[config.mk]
export PLATFORM = sky130hd
export DESIGN_NAME = drive_position_readback
export DESIGN_NICKNAME = d
export VERILOG_FILES = /design/src/drp_pkg.sv /design/src/sync2.sv /design/src/port_map.sv /design/src/drive_position_readback.sv
export SDC_FILE = /design/constraint.sdc
export NUM_CORES = 2
export LEC_CHECK = 0
export BUFFER_PORTS_ARGS = -buffer_cell sky130_fd_sc_hd__buf_2
export CORE_MARGIN = 5
export CORE_UTILIZATION = 46
export DETAILED_ROUTE_END_ITERATION = 10
export RECOVER_POWER = 100
export SLEW_MARGIN = 10
export SYNTH_ARGS = -nofsm -noshare
export SYNTH_HDL_FRONTEND = slang
export SYNTH_HIERARCHICAL = 1
export SYNTH_SLANG_ARGS = --single-unit
[constraint.sdc]
create_clock -name mclk -period 10.5 [get_ports mclk]
set_input_delay 0.525 -clock mclk [delete_from_list [all_inputs] [get_ports mclk]]
set_output_delay 0.525 -clock mclk [all_outputs]
set_load 0.01 [all_outputs]
[src/drp_pkg.sv]
package drp_pkg;

  // Register byte addresses, one aligned 32-bit word each
  localparam logic [7:0] ADDR_CTRL    = 8'h00;
  localparam logic [7:0] ADDR_CMD     = 8'h04;
  localparam logic [7:0] ADDR_INSEL   = 8'h08;
  localparam logic [7:0] ADDR_OUTSEL  = 8'h0C;
  localparam logic [7:0] ADDR_POSVAL  = 8'h10;
  localparam logic [7:0] ADDR_STALM   = 8'h14;
  localparam logic [7:0] ADDR_CMDPOS  = 8'h18;
  localparam logic [7:0] ADDR_FBPOS   = 8'h1C;
  localparam logic [7:0] ADDR_ENC     = 8'h20;
  localparam logic [7:0] ADDR_STATUS  = 8'h24;
  localparam logic [7:0] ADDR_MASK    = 8'h28;
  localparam logic [7:0] ADDR_SCALE   = 8'h2C;
  localparam logic [7:0] ADDR_LIMITS  = 8'h30;

  // Control register bits
  localparam int CTRL_CURRENT = 0;
  localparam int CTRL_SOFT_LIMIT = 1;
  localparam int CTRL_HOME    = 2;
  // Command register bits
  localparam int CMD_READ     = 0;
  localparam int CMD_SYNC     = 1;
  // Status / mask bits
  localparam int ST_DONE      = 0;
  localparam int ST_REJECT    = 1;
  localparam int ST_TIMEOUT   = 2;
  localparam int ST_HOMED     = 3;
  localparam int ST_W         = 4;

  // Selection field layout and ranges
  localparam int SEL_IN_W     = 3;
  localparam int SEL_OUT_W    = 4;
  localparam int N_IN_PORTS   = 5;
  localparam int N_OUT_PORTS  = 8;
  localparam logic [2:0] IN_SEL_MAX  = 3'h5;
  localparam logic [3:0] OUT_SEL_MAX = 4'h8;
  localparam logic [2:0] IN_SEL_RST  = 3'h0;
  localparam logic [3:0] OUT_SEL_RST = 4'h0;

  // Frame: 32-bit position, 8-bit status, 8-bit alarm, two bits a strobe
  localparam int POS_W        = 32;
  localparam int CODE_W       = 8;
  localparam int FRAME_W      = POS_W + 2 * CODE_W;
  localparam int EXCHANGES    = FRAME_W / 2;

  // Reset values
  localparam logic [31:0] SCALE_RST  = 32'h0000_0001;
  localparam logic [31:0] WORD_ZERO  = 32'h0000_0000;

  // Timing
  localparam int CLK_MHZ          = 250;
  localparam int STROBE_HALF_NS   = 1000;
  localparam int STROBE_HALF_CYC  = (STROBE_HALF_NS * CLK_MHZ + 999) / 1000;
  localparam int READY_TMO_US     = 10000;
  localparam int READY_TMO_CYC    = READY_TMO_US * CLK_MHZ;
  localparam int HOME_PULSE_US    = 1000;
  localparam int HOME_PULSE_CYC   = HOME_PULSE_US * CLK_MHZ;

  typedef struct packed {
    logic [SEL_IN_W-1:0] bit_one;
    logic [SEL_IN_W-1:0] bit_zero;
    logic [SEL_IN_W-1:0] ready;
  } in_sel_t;

  typedef struct packed {
    logic [SEL_OUT_W-1:0] home;
    logic [SEL_OUT_W-1:0] demand;
    logic [SEL_OUT_W-1:0] strobe;
  } out_sel_t;

  typedef struct packed {
    logic home;
    logic demand;
    logic strobe;
  } link_out_t;

  typedef struct packed {
    logic bit_one;
    logic bit_zero;
    logic ready;
  } link_in_t;

  typedef enum logic [2:0] {
    ST_IDLE   = 3'b000,
    ST_DEMAND = 3'b001,
    ST_STB_HI = 3'b010,
    ST_STB_LO = 3'b011,
    ST_FINISH = 3'b100
  } xfer_state_t;

endpackage

[src/sync2.sv]
`timescale 1ns/10ps
module sync2 #(
  parameter int WIDTH = 1
) (
  input  wire logic             mclk,
  input  wire logic             rst,
  input  wire logic [WIDTH-1:0] async_in,
  output logic      [WIDTH-1:0] sync_out
);

  logic [WIDTH-1:0] meta_ff;

  // Two stages; only the second stage is visible outside
  always_ff @(posedge mclk or posedge rst) begin
    if (rst) begin
      meta_ff  <= '0;
      sync_out <= '0;
    end else begin
      meta_ff  <= async_in;
      sync_out <= meta_ff;
    end
  end

endmodule

[src/port_map.sv]
`timescale 1ns/10ps
module port_map (
  input  wire logic                                 mclk,
  input  wire logic                                 rst,
  input  wire logic [drp_pkg::N_IN_PORTS-1:0]       in_pins_sync,
  input  wire drp_pkg::in_sel_t                     in_sel,
  input  wire drp_pkg::out_sel_t                    out_sel,
  input  wire drp_pkg::link_out_t                   link_out,
  output drp_pkg::link_in_t                         link_in,
  output logic [drp_pkg::N_OUT_PORTS-1:0]           out_pins
);

  // Selection 0 reads as low; port n is pin index n-1
  function automatic logic pick(input logic [drp_pkg::N_IN_PORTS-1:0] pins,
                                input logic [drp_pkg::SEL_IN_W-1:0]   sel);
    pick = (sel == drp_pkg::IN_SEL_RST) ? 1'b0 : pins[sel - 3'h1];
  endfunction

  assign link_in.ready    = pick(in_pins_sync, in_sel.ready);
  assign link_in.bit_zero = pick(in_pins_sync, in_sel.bit_zero);
  assign link_in.bit_one  = pick(in_pins_sync, in_sel.bit_one);

  logic [drp_pkg::N_OUT_PORTS-1:0] nxt_out;

  // Unassigned link outputs touch no pin; several may share one port
  always_comb begin
    nxt_out = '0;
    for (int i = 0; i < drp_pkg::N_OUT_PORTS; i++) begin
      if (out_sel.strobe == 4'(i + 1)) nxt_out[i] = nxt_out[i] | link_out.strobe;
      if (out_sel.demand == 4'(i + 1)) nxt_out[i] = nxt_out[i] | link_out.demand;
      if (out_sel.home   == 4'(i + 1)) nxt_out[i] = nxt_out[i] | link_out.home;
    end
  end

  // Pins come from flip-flops
  always_ff @(posedge mclk or posedge rst) begin
    if (rst) out_pins <= '0;
    else     out_pins <= nxt_out;
  end

endmodule

[src/drive_position_readback.sv]
// Design decisions made here: the register addresses and the address-and-strobe port.
`timescale 1ns/10ps
module drive_position_readback #(
  parameter int READY_TMO_CYC  = drp_pkg::READY_TMO_CYC,
  parameter int HOME_PULSE_CYC = drp_pkg::HOME_PULSE_CYC
) (
  input  wire logic                               mclk,
  input  wire logic                               rst,
  input  wire logic [7:0]                         reg_addr,
  input  wire logic [31:0]                        reg_wdata,
  input  wire logic                               reg_wr,
  input  wire logic                               reg_rd,
  output logic      [31:0]                        reg_rdata,
  input  wire logic [drp_pkg::N_IN_PORTS-1:0]     gen_in,
  output logic      [drp_pkg::N_OUT_PORTS-1:0]    gen_out,
  input  wire logic                               pulse_busy,
  input  wire logic [15:0]                        torque_req,
  output logic      [15:0]                        torque_cmd,
  output logic                                    irq
);

  localparam int TMO_W  = $clog2(READY_TMO_CYC + 1);
  localparam int HOME_W = $clog2(HOME_PULSE_CYC + 1);
  localparam int HALF_W = $clog2(drp_pkg::STROBE_HALF_CYC + 1);
  localparam int XCH_W  = $clog2(drp_pkg::EXCHANGES + 1);

  // Software registers
  logic [1:0]               ctrl_ff;
  drp_pkg::in_sel_t         in_sel_ff;
  drp_pkg::out_sel_t        out_sel_ff;
  logic [31:0]              pos_val_ff;
  logic [15:0]              state_alarm_ff;
  logic [31:0]              cmd_pos_ff;
  logic [31:0]              fb_pos_ff;
  logic [31:0]              enc_ff;
  logic [drp_pkg::ST_W-1:0] status_ff;
  logic [drp_pkg::ST_W-1:0] mask_ff;
  logic [31:0]              scale_ff;
  logic [2:0]               limits_ff;
  logic [31:0]              rdata_ff;

  // Transfer engine
  drp_pkg::xfer_state_t         state_ff;
  drp_pkg::xfer_state_t         nxt_state;
  logic [drp_pkg::FRAME_W-1:0]  frame_ff;
  logic [XCH_W-1:0]             xch_ff;
  logic [HALF_W-1:0]            half_ff;
  logic [TMO_W-1:0]             tmo_ff;
  logic                         sync_mode_ff;
  logic [HOME_W-1:0]            home_cnt_ff;

  // Pins in, through two flops, then the selection map
  logic [drp_pkg::N_IN_PORTS-1:0] pins_sync;
  drp_pkg::link_in_t              link_in;
  drp_pkg::link_out_t             link_out;

  sync2 #(
    .WIDTH (drp_pkg::N_IN_PORTS)
  ) u_sync (
    .mclk     (mclk),
    .rst      (rst),
    .async_in (gen_in),
    .sync_out (pins_sync)
  );

  port_map u_map (
    .mclk         (mclk),
    .rst          (rst),
    .in_pins_sync (pins_sync),
    .in_sel       (in_sel_ff),
    .out_sel      (out_sel_ff),
    .link_out     (link_out),
    .link_in      (link_in),
    .out_pins     (gen_out)
  );

  // Bus decode
  wire wr_ctrl   = reg_wr && (reg_addr == drp_pkg::ADDR_CTRL);
  wire wr_cmd    = reg_wr && (reg_addr == drp_pkg::ADDR_CMD);
  wire wr_insel  = reg_wr && (reg_addr == drp_pkg::ADDR_INSEL);
  wire wr_outsel = reg_wr && (reg_addr == drp_pkg::ADDR_OUTSEL);
  wire wr_cmdpos = reg_wr && (reg_addr == drp_pkg::ADDR_CMDPOS);
  wire wr_fbpos  = reg_wr && (reg_addr == drp_pkg::ADDR_FBPOS);
  wire wr_enc    = reg_wr && (reg_addr == drp_pkg::ADDR_ENC);
  wire wr_status = reg_wr && (reg_addr == drp_pkg::ADDR_STATUS);
  wire wr_mask   = reg_wr && (reg_addr == drp_pkg::ADDR_MASK);
  wire wr_scale  = reg_wr && (reg_addr == drp_pkg::ADDR_SCALE);

  wire current_on    = ctrl_ff[drp_pkg::CTRL_CURRENT];
  wire soft_limit_on = ctrl_ff[drp_pkg::CTRL_SOFT_LIMIT];

  // Selection writes with any field out of range are dropped whole
  drp_pkg::in_sel_t  wr_in_sel;
  drp_pkg::out_sel_t wr_out_sel;
  assign wr_in_sel  = drp_pkg::in_sel_t'(reg_wdata[3*drp_pkg::SEL_IN_W-1:0]);
  assign wr_out_sel = drp_pkg::out_sel_t'(reg_wdata[3*drp_pkg::SEL_OUT_W-1:0]);
  wire in_sel_ok  = (wr_in_sel.ready    <= drp_pkg::IN_SEL_MAX) &&
                    (wr_in_sel.bit_zero <= drp_pkg::IN_SEL_MAX) &&
                    (wr_in_sel.bit_one  <= drp_pkg::IN_SEL_MAX);
  wire out_sel_ok = (wr_out_sel.strobe  <= drp_pkg::OUT_SEL_MAX) &&
                    (wr_out_sel.demand  <= drp_pkg::OUT_SEL_MAX) &&
                    (wr_out_sel.home    <= drp_pkg::OUT_SEL_MAX);

  // Command acceptance
  wire all_assigned = (in_sel_ff.ready    != drp_pkg::IN_SEL_RST) &&
                      (in_sel_ff.bit_zero != drp_pkg::IN_SEL_RST) &&
                      (in_sel_ff.bit_one  != drp_pkg::IN_SEL_RST) &&
                      (out_sel_ff.strobe  != drp_pkg::OUT_SEL_RST) &&
                      (out_sel_ff.demand  != drp_pkg::OUT_SEL_RST);
  wire idle       = (state_ff == drp_pkg::ST_IDLE);
  wire req_read   = wr_cmd && reg_wdata[drp_pkg::CMD_READ];
  wire req_sync   = wr_cmd && reg_wdata[drp_pkg::CMD_SYNC];
  wire sync_ok    = !pulse_busy;
  wire start_ok   = idle && all_assigned && (req_read || (req_sync && sync_ok));
  wire start      = (req_read || req_sync) && start_ok;
  wire reject     = (req_read || req_sync) && !start_ok;

  // Frame fields: position first, then status, then alarm, LSB first
  wire [31:0] raw_pos   = frame_ff[drp_pkg::POS_W-1:0];
  wire [7:0]  stat_code = frame_ff[drp_pkg::POS_W +: drp_pkg::CODE_W];
  wire [7:0]  alm_code  = frame_ff[drp_pkg::POS_W + drp_pkg::CODE_W +: drp_pkg::CODE_W];

  // Scaled to user units; truncated to the register width
  wire [63:0] scaled_full = $signed(raw_pos) * $signed(scale_ff);
  wire [31:0] user_pos    = scaled_full[31:0];

  // Shift that keeps commanded minus feedback unchanged
  wire [31:0] pos_shift   = user_pos - cmd_pos_ff;

  wire half_done  = (half_ff == HALF_W'(drp_pkg::STROBE_HALF_CYC - 1));
  wire last_xch   = (xch_ff == XCH_W'(drp_pkg::EXCHANGES - 1));
  wire tmo_hit    = (tmo_ff == TMO_W'(READY_TMO_CYC - 1));
  wire finishing  = (state_ff == drp_pkg::ST_FINISH);
  wire do_sync    = finishing && sync_mode_ff;

  // Transfer state machine
  always_comb begin
    nxt_state = state_ff;
    case (state_ff)
      drp_pkg::ST_IDLE:
        if (start) begin
          nxt_state = drp_pkg::ST_DEMAND;
        end
      drp_pkg::ST_DEMAND:
        if (link_in.ready) begin
          nxt_state = drp_pkg::ST_STB_HI;
        end else if (tmo_hit) begin
          nxt_state = drp_pkg::ST_IDLE;
        end
      drp_pkg::ST_STB_HI:
        if (half_done) begin
          nxt_state = drp_pkg::ST_STB_LO;
        end
      drp_pkg::ST_STB_LO:
        if (half_done) begin
          nxt_state = last_xch ? drp_pkg::ST_FINISH : drp_pkg::ST_STB_HI;
        end
      drp_pkg::ST_FINISH:
        nxt_state = drp_pkg::ST_IDLE;
      default:
        nxt_state = drp_pkg::ST_IDLE;
    endcase
  end

  // Demand held for the whole exchange, strobe high in the high phase
  assign link_out.demand = (state_ff == drp_pkg::ST_DEMAND) ||
                           (state_ff == drp_pkg::ST_STB_HI) ||
                           (state_ff == drp_pkg::ST_STB_LO);
  assign link_out.strobe = (state_ff == drp_pkg::ST_STB_HI);
  assign link_out.home   = (home_cnt_ff != '0);

  // State, phase timer and ready timeout
  always_ff @(posedge mclk or posedge rst) begin
    if (rst) begin
      state_ff <= drp_pkg::ST_IDLE;
      half_ff  <= '0;
      tmo_ff   <= '0;
    end else begin
      state_ff <= nxt_state;
      half_ff  <= (nxt_state != state_ff) ? '0 : half_ff + HALF_W'(1);
      tmo_ff   <= (state_ff == drp_pkg::ST_DEMAND) ? tmo_ff + TMO_W'(1) : '0;
    end
  end

  // Both bits sampled at the end of each strobe high phase
  always_ff @(posedge mclk or posedge rst) begin
    if (rst) begin
      frame_ff     <= '0;
      xch_ff       <= '0;
      sync_mode_ff <= 1'b0;
    end else begin
      if (start) begin
        xch_ff       <= '0;
        sync_mode_ff <= req_sync && !req_read;
      end
      if (state_ff == drp_pkg::ST_STB_HI && half_done) begin
        frame_ff <= {link_in.bit_one, link_in.bit_zero,
                     frame_ff[drp_pkg::FRAME_W-1:2]};
      end
      if (state_ff == drp_pkg::ST_STB_LO && half_done) begin
        xch_ff <= xch_ff + XCH_W'(1);
      end
    end
  end

  // Results: scaled position and packed codes
  always_ff @(posedge mclk or posedge rst) begin
    if (rst) begin
      pos_val_ff     <= drp_pkg::WORD_ZERO;
      state_alarm_ff <= '0;
    end else if (finishing) begin
      pos_val_ff     <= user_pos;
      state_alarm_ff <= {stat_code, alm_code};
    end
  end

  // Commanded position; follows feedback while current is off
  always_ff @(posedge mclk or posedge rst) begin
    if (rst) begin
      cmd_pos_ff <= drp_pkg::WORD_ZERO;
    end else if (do_sync) begin
      cmd_pos_ff <= user_pos;
    end else if (!current_on) begin
      cmd_pos_ff <= fb_pos_ff;
    end else if (wr_cmdpos) begin
      cmd_pos_ff <= reg_wdata;
    end
  end

  // Feedback and tally move by the same shift as commanded
  always_ff @(posedge mclk or posedge rst) begin
    if (rst) begin
      fb_pos_ff <= drp_pkg::WORD_ZERO;
      enc_ff    <= drp_pkg::WORD_ZERO;
    end else if (do_sync) begin
      fb_pos_ff <= fb_pos_ff + pos_shift;
      enc_ff    <= enc_ff + pos_shift;
    end else begin
      if (wr_fbpos) fb_pos_ff <= reg_wdata;
      if (wr_enc)   enc_ff    <= reg_wdata;
    end
  end

  // Home set and both soft limits armed by a sync
  always_ff @(posedge mclk or posedge rst) begin
    if (rst) begin
      limits_ff <= '0;
    end else if (do_sync && soft_limit_on) begin
      limits_ff <= 3'h7;
    end
  end

  // Torque forced to zero with current off
  always_ff @(posedge mclk or posedge rst) begin
    if (rst) torque_cmd <= '0;
    else     torque_cmd <= current_on ? torque_req : 16'h0000;
  end

  // Home pulse timer; a write of the home bit restarts it
  always_ff @(posedge mclk or posedge rst) begin
    if (rst) begin
      home_cnt_ff <= '0;
    end else if (wr_ctrl && reg_wdata[drp_pkg::CTRL_HOME]) begin
      home_cnt_ff <= HOME_W'(HOME_PULSE_CYC);
    end else if (home_cnt_ff != '0) begin
      home_cnt_ff <= home_cnt_ff - HOME_W'(1);
    end
  end

  // Configuration registers
  always_ff @(posedge mclk or posedge rst) begin
    if (rst) begin
      ctrl_ff    <= '0;
      in_sel_ff  <= '{drp_pkg::IN_SEL_RST, drp_pkg::IN_SEL_RST, drp_pkg::IN_SEL_RST};
      out_sel_ff <= '{drp_pkg::OUT_SEL_RST, drp_pkg::OUT_SEL_RST, drp_pkg::OUT_SEL_RST};
      mask_ff    <= '0;
      scale_ff   <= drp_pkg::SCALE_RST;
    end else begin
      if (wr_ctrl) begin
        ctrl_ff[drp_pkg::CTRL_CURRENT] <= reg_wdata[drp_pkg::CTRL_CURRENT];
        ctrl_ff[drp_pkg::CTRL_SOFT_LIMIT] <= reg_wdata[drp_pkg::CTRL_SOFT_LIMIT];
      end
      if (wr_insel && in_sel_ok && idle)   in_sel_ff  <= wr_in_sel;
      if (wr_outsel && out_sel_ok && idle) out_sel_ff <= wr_out_sel;
      if (wr_mask)  mask_ff  <= reg_wdata[drp_pkg::ST_W-1:0];
      if (wr_scale) scale_ff <= reg_wdata;
    end
  end

  // Sticky events; a new event beats a same-cycle clear
  logic [drp_pkg::ST_W-1:0] ev_set;
  assign ev_set[drp_pkg::ST_DONE]    = finishing;
  assign ev_set[drp_pkg::ST_REJECT]  = reject;
  assign ev_set[drp_pkg::ST_TIMEOUT] = (state_ff == drp_pkg::ST_DEMAND) &&
                                       !link_in.ready && tmo_hit;
  assign ev_set[drp_pkg::ST_HOMED]   = do_sync && soft_limit_on;
  wire [drp_pkg::ST_W-1:0] ev_clr = wr_status ? reg_wdata[drp_pkg::ST_W-1:0] : '0;

  always_ff @(posedge mclk or posedge rst) begin
    if (rst) status_ff <= '0;
    else     status_ff <= (status_ff & ~ev_clr) | ev_set;
  end

  always_ff @(posedge mclk or posedge rst) begin
    if (rst) irq <= 1'b0;
    else     irq <= |(((status_ff & ~ev_clr) | ev_set) & mask_ff);
  end

  // Read mux; unmapped addresses read zero
  logic [31:0] rd_mux;
  always_comb begin
    case (reg_addr)
      drp_pkg::ADDR_CTRL:   rd_mux = {29'h0, link_out.home, ctrl_ff[1:0]};
      drp_pkg::ADDR_CMD:    rd_mux = {31'h0, !idle};
      drp_pkg::ADDR_INSEL:  rd_mux = {23'h0, in_sel_ff};
      drp_pkg::ADDR_OUTSEL: rd_mux = {20'h0, out_sel_ff};
      drp_pkg::ADDR_POSVAL: rd_mux = pos_val_ff;
      drp_pkg::ADDR_STALM:  rd_mux = {16'h0, state_alarm_ff};
      drp_pkg::ADDR_CMDPOS: rd_mux = cmd_pos_ff;
      drp_pkg::ADDR_FBPOS:  rd_mux = fb_pos_ff;
      drp_pkg::ADDR_ENC:    rd_mux = enc_ff;
      drp_pkg::ADDR_STATUS: rd_mux = {28'h0, status_ff};
      drp_pkg::ADDR_MASK:   rd_mux = {28'h0, mask_ff};
      drp_pkg::ADDR_SCALE:  rd_mux = scale_ff;
      drp_pkg::ADDR_LIMITS: rd_mux = {29'h0, limits_ff};
      default:              rd_mux = drp_pkg::WORD_ZERO;
    endcase
  end

  // Read data stand only in the cycle after the strobe
  always_ff @(posedge mclk or posedge rst) begin
    if (rst)         rdata_ff <= drp_pkg::WORD_ZERO;
    else if (reg_rd) rdata_ff <= rd_mux;
    else             rdata_ff <= drp_pkg::WORD_ZERO;
  end

  assign reg_rdata = rdata_ff;

endmodule

### After elaboration in Yosys (flattened, before gate mapping)

Cells that the tools add are included.

| storage, ports and cells | value |
|---|---|
| bits in registers | 380 |
| logic and storage cells | 233 |
| output and inout port bits | 57 |
| input bits | 66 |

| operators by class | value |
|---|---|
| $mul | 1 |
| add/sub/neg operators | 10 |
| eq/ne operators | 45 |
| muxes and demuxes | 57 |
| reduce and logical (&&, ||, !) cells | 62 |
| $lt $le $gt $ge | 9 |
| bitwise gates (word level) | 20 |

Operator list:

| kind | count |
|---|---|
| case mux 32 bit (13 select lines) | 1 |
| two-way mux 32 bit | 8 |
| adder 32 bit | 2 |
| equality test 4 x 3 -> 1 bit (second input constant) | 12 |
| equality test 8 x 6 -> 1 bit (second input constant) | 5 |
| logical AND 1 bit | 37 |
| two-way mux 18 bit | 2 |
| equality test 8 x 5 -> 1 bit (second input constant) | 4 |
| multiplier 32 x 32 -> 32 bit | 1 |
| subtractor 32 bit | 1 |
| two-way mux 1 bit | 30 |
| equality test 4 x 2 -> 1 bit (second input constant) | 6 |
| adder 22 x 1 -> 22 bit (second input constant) | 1 |
| equality test 22 bit (second input constant) | 1 |
| two-way mux 22 bit | 1 |
| two-way mux 3 bit | 6 |
| nonzero test 18 bit | 1 |
| subtractor 18 x 1 -> 18 bit (second input constant) | 1 |
| equality test 8 x 4 -> 1 bit (second input constant) | 2 |
| two-way mux 16 bit | 1 |
| OR 1 bit | 16 |
| equality test 4 x 1 -> 1 bit (second input constant) | 3 |
| equality test 4 bit (second input constant) | 3 |
| <= comparator 4 bit (second input constant) | 3 |
| other kinds (29) | 56 |

### Logic depth before layout (Yosys ltp)

| logic depth | value |
|---|---|
| depth in word-level cells | 12 |
| gate-level depth with buffers | 47 |
| mapped depth without buffers | 45 |

### Hierarchy

The synthesis kept the hierarchy.

By module, submodules not included:

| module | area each (sq um) | instances | cells each | sequential area each (sq um) |
|---|---|---|---|---|
| drive_position_readback | 36720.2 | 1 | 3847 | 9059.9 |
| port_map | 748.2 | 1 | 87 | 200.2 |
| sync2 | 254.0 | 1 | 11 | 250.2 |

### Least setup slack after synthesis

No wires, ideal clock.

| path | value |
|---|---|
| path kind | reg-to-reg |
| start point | register frame_ff[6] (netlist name) |
| end point | register fb_pos_ff[31] |
| slack | 482 ps |
| path buffers | 2 |
| period minus slack after synthesis | 10018 ps |
| stages on the path, launching flop included | 46 |
| setup time | 78 ps |
| arrival | 9940 ps |
| cell sequence | dfrtp_1 -> clkbuf_1 -> clkbuf_1 -> and2_1 -> fa_1 -> fa_1 -> inv_1 -> fa_1 -> fa_1 -> inv_1 -> ha_1 -> ha_1 -> fa_1 -> inv_1 -> fa_1 -> inv_1 -> ha_1 -> o21ai_0 -> (+10 left out) -> o41ai_4 -> nand2b_1 -> a21boi_0 -> or2_2 -> xor2_1 -> ha_1 -> a21o_1 -> a21oi_1 -> o21bai_1 -> a21o_1 -> a21o_1 -> a221oi_1 -> o21bai_1 -> a21oi_1 -> o21ai_0 -> xor2_1 -> a31oi_1 -> a21boi_1 |

| between the ends | value |
|---|---|
| word-level cells in the longest chain between the ends | 4 |

RTL lines:

| item | line | RTL |
|---|---|---|
| start, declared | drive_position_readback.sv:45 | `logic [drp_pkg::FRAME_W-1:0] frame_ff;` |
| start signal, assigned | drive_position_readback.sv:197 | `frame_ff <= {link_in.bit_one, link_in.bit_zero,` |
| multiplier 32 x 32 -> 32 bit | drive_position_readback.sv:124 | `wire [63:0] scaled_full = $signed(raw_pos) * $signed(scale_ff);` |
| via scaled_full[13] | drive_position_readback.sv:124 |  |
| subtractor 32 bit | drive_position_readback.sv:128 | `wire [31:0] pos_shift = user_pos - cmd_pos_ff;` |
| adder 32 bit | drive_position_readback.sv:236 | `fb_pos_ff <= fb_pos_ff + pos_shift;` |
| two-way mux 32 bit | drive_position_readback.sv:235 | `end else if (do_sync) begin` |
| end signal, assigned | drive_position_readback.sv:233 | `fb_pos_ff <= drp_pkg::WORD_ZERO;` |
| end signal, assigned | drive_position_readback.sv:236 |  |
| end signal, assigned | drive_position_readback.sv:239 | `if (wr_fbpos) fb_pos_ff <= reg_wdata;` |
| end, declared | drive_position_readback.sv:34 | `logic [31:0] fb_pos_ff;` |

The timed path passes the listed nets, and every way through them passes these cells.
A chain may end at the register's enable or synchronous reset.

### Final worst setup path

| path | value |
|---|---|
| start point | register frame_ff[6] (netlist name) |
| end point | register enc_ff[30] |

| between the ends | value |
|---|---|
| word-level cells in the longest chain between the ends | 4 |

RTL lines:

| item | line | RTL |
|---|---|---|
| multiplier 32 x 32 -> 32 bit | drive_position_readback.sv:124 |  |
| via scaled_full[16] | drive_position_readback.sv:124 |  |
| subtractor 32 bit | drive_position_readback.sv:128 |  |
| adder 32 bit | drive_position_readback.sv:237 | `enc_ff <= enc_ff + pos_shift;` |
| two-way mux 32 bit | drive_position_readback.sv:235 |  |
| end signal, assigned | drive_position_readback.sv:234 | `enc_ff <= drp_pkg::WORD_ZERO;` |
| end signal, assigned | drive_position_readback.sv:237 |  |
| end signal, assigned | drive_position_readback.sv:240 | `if (wr_enc) enc_ff <= reg_wdata;` |
| end, declared | drive_position_readback.sv:35 | `logic [31:0] enc_ff;` |

The timed path passes the listed nets, and every way through them passes these cells.

==> metrics.csv <==
metric,value,unit
Synth Area in Simple Gates,15.31,%
vias per cell,5.525,
Final setup viols,0,
CTS tree,built,
GRT Total Usage,25.31,%
most frequent cell on the critical path,fa_1,
Max Root-Sink Buffers,3,
CTS H-tree depth,2,
"Net Count, Synth",4682,
critical path's slowest cell,fa_1,
largest family of logic cells by synthesized area,adder cells,
period utilisation layout,96.02,%
Clock Pin Slew Worst Setup and Hold Paths,0.06,ns
top cell type's share of synthesized area,25.14,%
slowest cell delay on critical path,0.52,ns
final non-filler cell total,5149,
layout net count,4781,
most used flip-flop cell after synthesis,dfrtp_1,
post-route cell area,41390,µm²
latest clock arrival within the worst-skew pair,0.60,ns
crit path DAT,10.56,ns
I/O pin total,123,
post-synth design cell area,37720,µm²
worst hold slack,0.04010,ns
Tmin final,10.08,ns
core area,81720,µm²
largest net degree at the start of global routing,159,
PortBufs,122,
Syn Area/Cell,9.562,µm²
Pins Over Slew Limit,643,
Num Clock Sinks,380,
Slew headroom,-174.6,%
vias in the first global route,29251,
TritonRoute pass-1 iters,5,
grt total ovfl,0,
most frequent cells in the layout,"545 x inv_1, 410 x fa_1, 376 x dfrtp_1",
Crit. End Element,register,
"Cell Area, Placed",39900,µm²
Worst EP required,10.98,ns
VDD IR max,121.3,µV
layout cell share with drive strength beyond 1,10.40,%
PD cells,94.43,nW/µm²
asr flop ratio synth,100.0,%
synthesis-to-finish area growth,9.722,%
cell taking the most area after synthesis,dfrtp_1,
Total Routed Length,109.3,mm
multiplexer area fraction after synthesis,6.478,%
Hold Fails Final Rpt,0,
CTS buffer count,43,
maxcap violations,10,
CP startpoint kind,register,
ANT nets after route,0,
static leakage,20.06,nW
fmax,99.18,MHz
Clock Skews,0.03503,ns
mean routed wirelength per cell,21.22,µm
Mapped Cells,3945,
"Seq/Total Area, Yosys",25.21,%
Initial Utilization,46.16,%
post-synthesis xor/xnor area fraction,4.620,%
Post-Synth Adder-Cell Area,30.44,%
first-pass GRT wire length,173.0,mm
initial antenna violation count,5,
DRC viols,0,
die height,296.4,µm
DRC marker count from the first detailed-route iteration,2296,
Hold WC Path Type,in -> reg,
"commonest non-fill, non-tap cell in the layout",inv_1,
Synth Area in Compound Gates,10.65,%
Slew @ Worst Pin,4.118,ns
Core Rows,105,
post-synthesis register bit count,380,
Worst Path Max Fanout,18,
die area,87830,µm²
die width,296.4,µm
Yosys cell types,79,
DR vias,28449,
failing checks,"capacitance limit, slew limit",
CP Class,reg -> reg,
Post-synth EDFFs,0,
status,"complete, but fails checks",
placed insts,5062,
Synth Warn #,6,
routability congestion estimate from global placement,0.8964,
hpwl dp,83.43,mm
cells taking the most area after synthesis,"dfrtp_1 25%, fa_1 22%, ha_1 8.6%, and2_1 6.4%, inv_1 5.4%",
CTS root buf,clkbuf_16,
area by class of cell:
type / instances / area, µm²
inverters: 547 / 2054
multi-input cells: 2832 / 25660
well taps: 1070 / 1339
diodes: 1 / 2.502
repair buffers: 240 / 1395
clock buffers: 59 / 1216
flip-flops and latches: 380 / 9514
fillers: 7707 / 40330
clock inverters: 20 / 203.9
cell usage after synthesis (all sizes together) (5+ instances only):
cell type,number
and3,22
a31oi,21
o2111ai,7
ha,260
mux2,131
nand3b,9
o31ai,11
nor3b,10
nand2b,16
nor2,147
a22o,11
mux2i,90
a211oi,17
nand4,15
dfrtp,379
a21o,52
o21ai,155
or3,8
nor2b,23
nor4,11
a41oi,5
o211ai,5
a21boi,5
fa,411
xor2,61
o21a,22
buf,15
a22oi,55
and2,386
nand2,371
inv,546
o21bai,15
xnor2,138
clkbuf,171
nand3,62
or4,6
a21oi,127
o221ai,18
nor3,38
a211o,5
a222oi,24
a221oi,15
flip-flops by register name, indices dropped and copies added, names as in the netlist, 8 cells and up:
name,flops
cmd_pos_ff,32
enc_ff,32
fb_pos_ff,32
frame_ff,48
half_ff,8
home_cnt_ff,18
in_sel_ff,9
out_sel_ff,12
pos_val_ff,32
reg_rdata,32
scale_ff,32
state_alarm_ff,16
tmo_ff,22
torque_cmd,16
u_map/out_pins,8
worst max-delay path: cells and delay by family, from the launching register on:
kind	cells	cell delay, ns
and+or+nand+nor	10	1.72
AOI/OAI and AO/OA	10	2.34
buffers and inverters	7	0.63
adders and majority gates	11	4.52
xor gates and xnor gates	2	0.37
DFF	1	0.41
stage by stage:
stage	total power [W]	setup TNS, ns	utilization [%]	setup slack [ns]
2_1_floorplan	0.002147	0	-	0.4822
3_3_place_gp	0.002366	0	48.83	0.3310
3_5_place_dp	0.002370	0	48.83	0.1942
4_1_cts	0.003921	0	50.58	0.1445
5_1_grt	0.004090	-0.1222	50.65	-0.08110
6_report	0.003909	0	50.65	0.4175
path summary, 6_finish.rpt:
kind,from,endpoint,slack (ns),depth (start not counted)
setup / recovery,frame_ff[6],enc_ff[30],0.42,40
hold / removal,gen_in[2],u_sync/meta_ff[2],0.04,1
setup reg to reg,frame_ff[6],enc_ff[30],0.42,40
hold reg to reg,u_sync/meta_ff[3],u_sync/sync_out[3],0.34,0
max in group asynchronous,rst,cmd_pos_ff[31],2.09,6
min in group asynchronous,rst,u_map/out_pins[4],0.52,3
what timing repair did:
item | CTS | global route
setup endpoints to repair | 0 | 8
endpoints found under the hold margin | 18 | 0
hold buffers | 1 | 0
setup buffers | 0 | 6
resized for setup | 0 | 34
per-layer routing:
metal	GRT usage [%]	routed length, µm
met1	37.79	50880
met2	40.05	49160
met3	3.539	7197
met4	4.849	2045
met5	0	0
logic make-up (layout without fill, tap and decap cells):
family / after synthesis / in the layout
xor+xnor: 199 / 199
buf+inv: 733 / 866
flops: 380 / 380
compound gates: 599 / 599
other cells: 0 / 1
mux: 224 / 224
simple gates: 1139 / 1139
fa+ha+maj: 671 / 671
power breakdown:
group / switching [W] / internal (W) / leakage (nW) / total, W
Combinational: 0.000457 / 0.000331 / 14.6 / 0.000788
Sequential: 0.0000694 / 0.00152 / 4.73 / 0.00158
Clock: 0.000668 / 0.000868 / 0.692 / 0.00154
(Power assumes the default switching activity.)
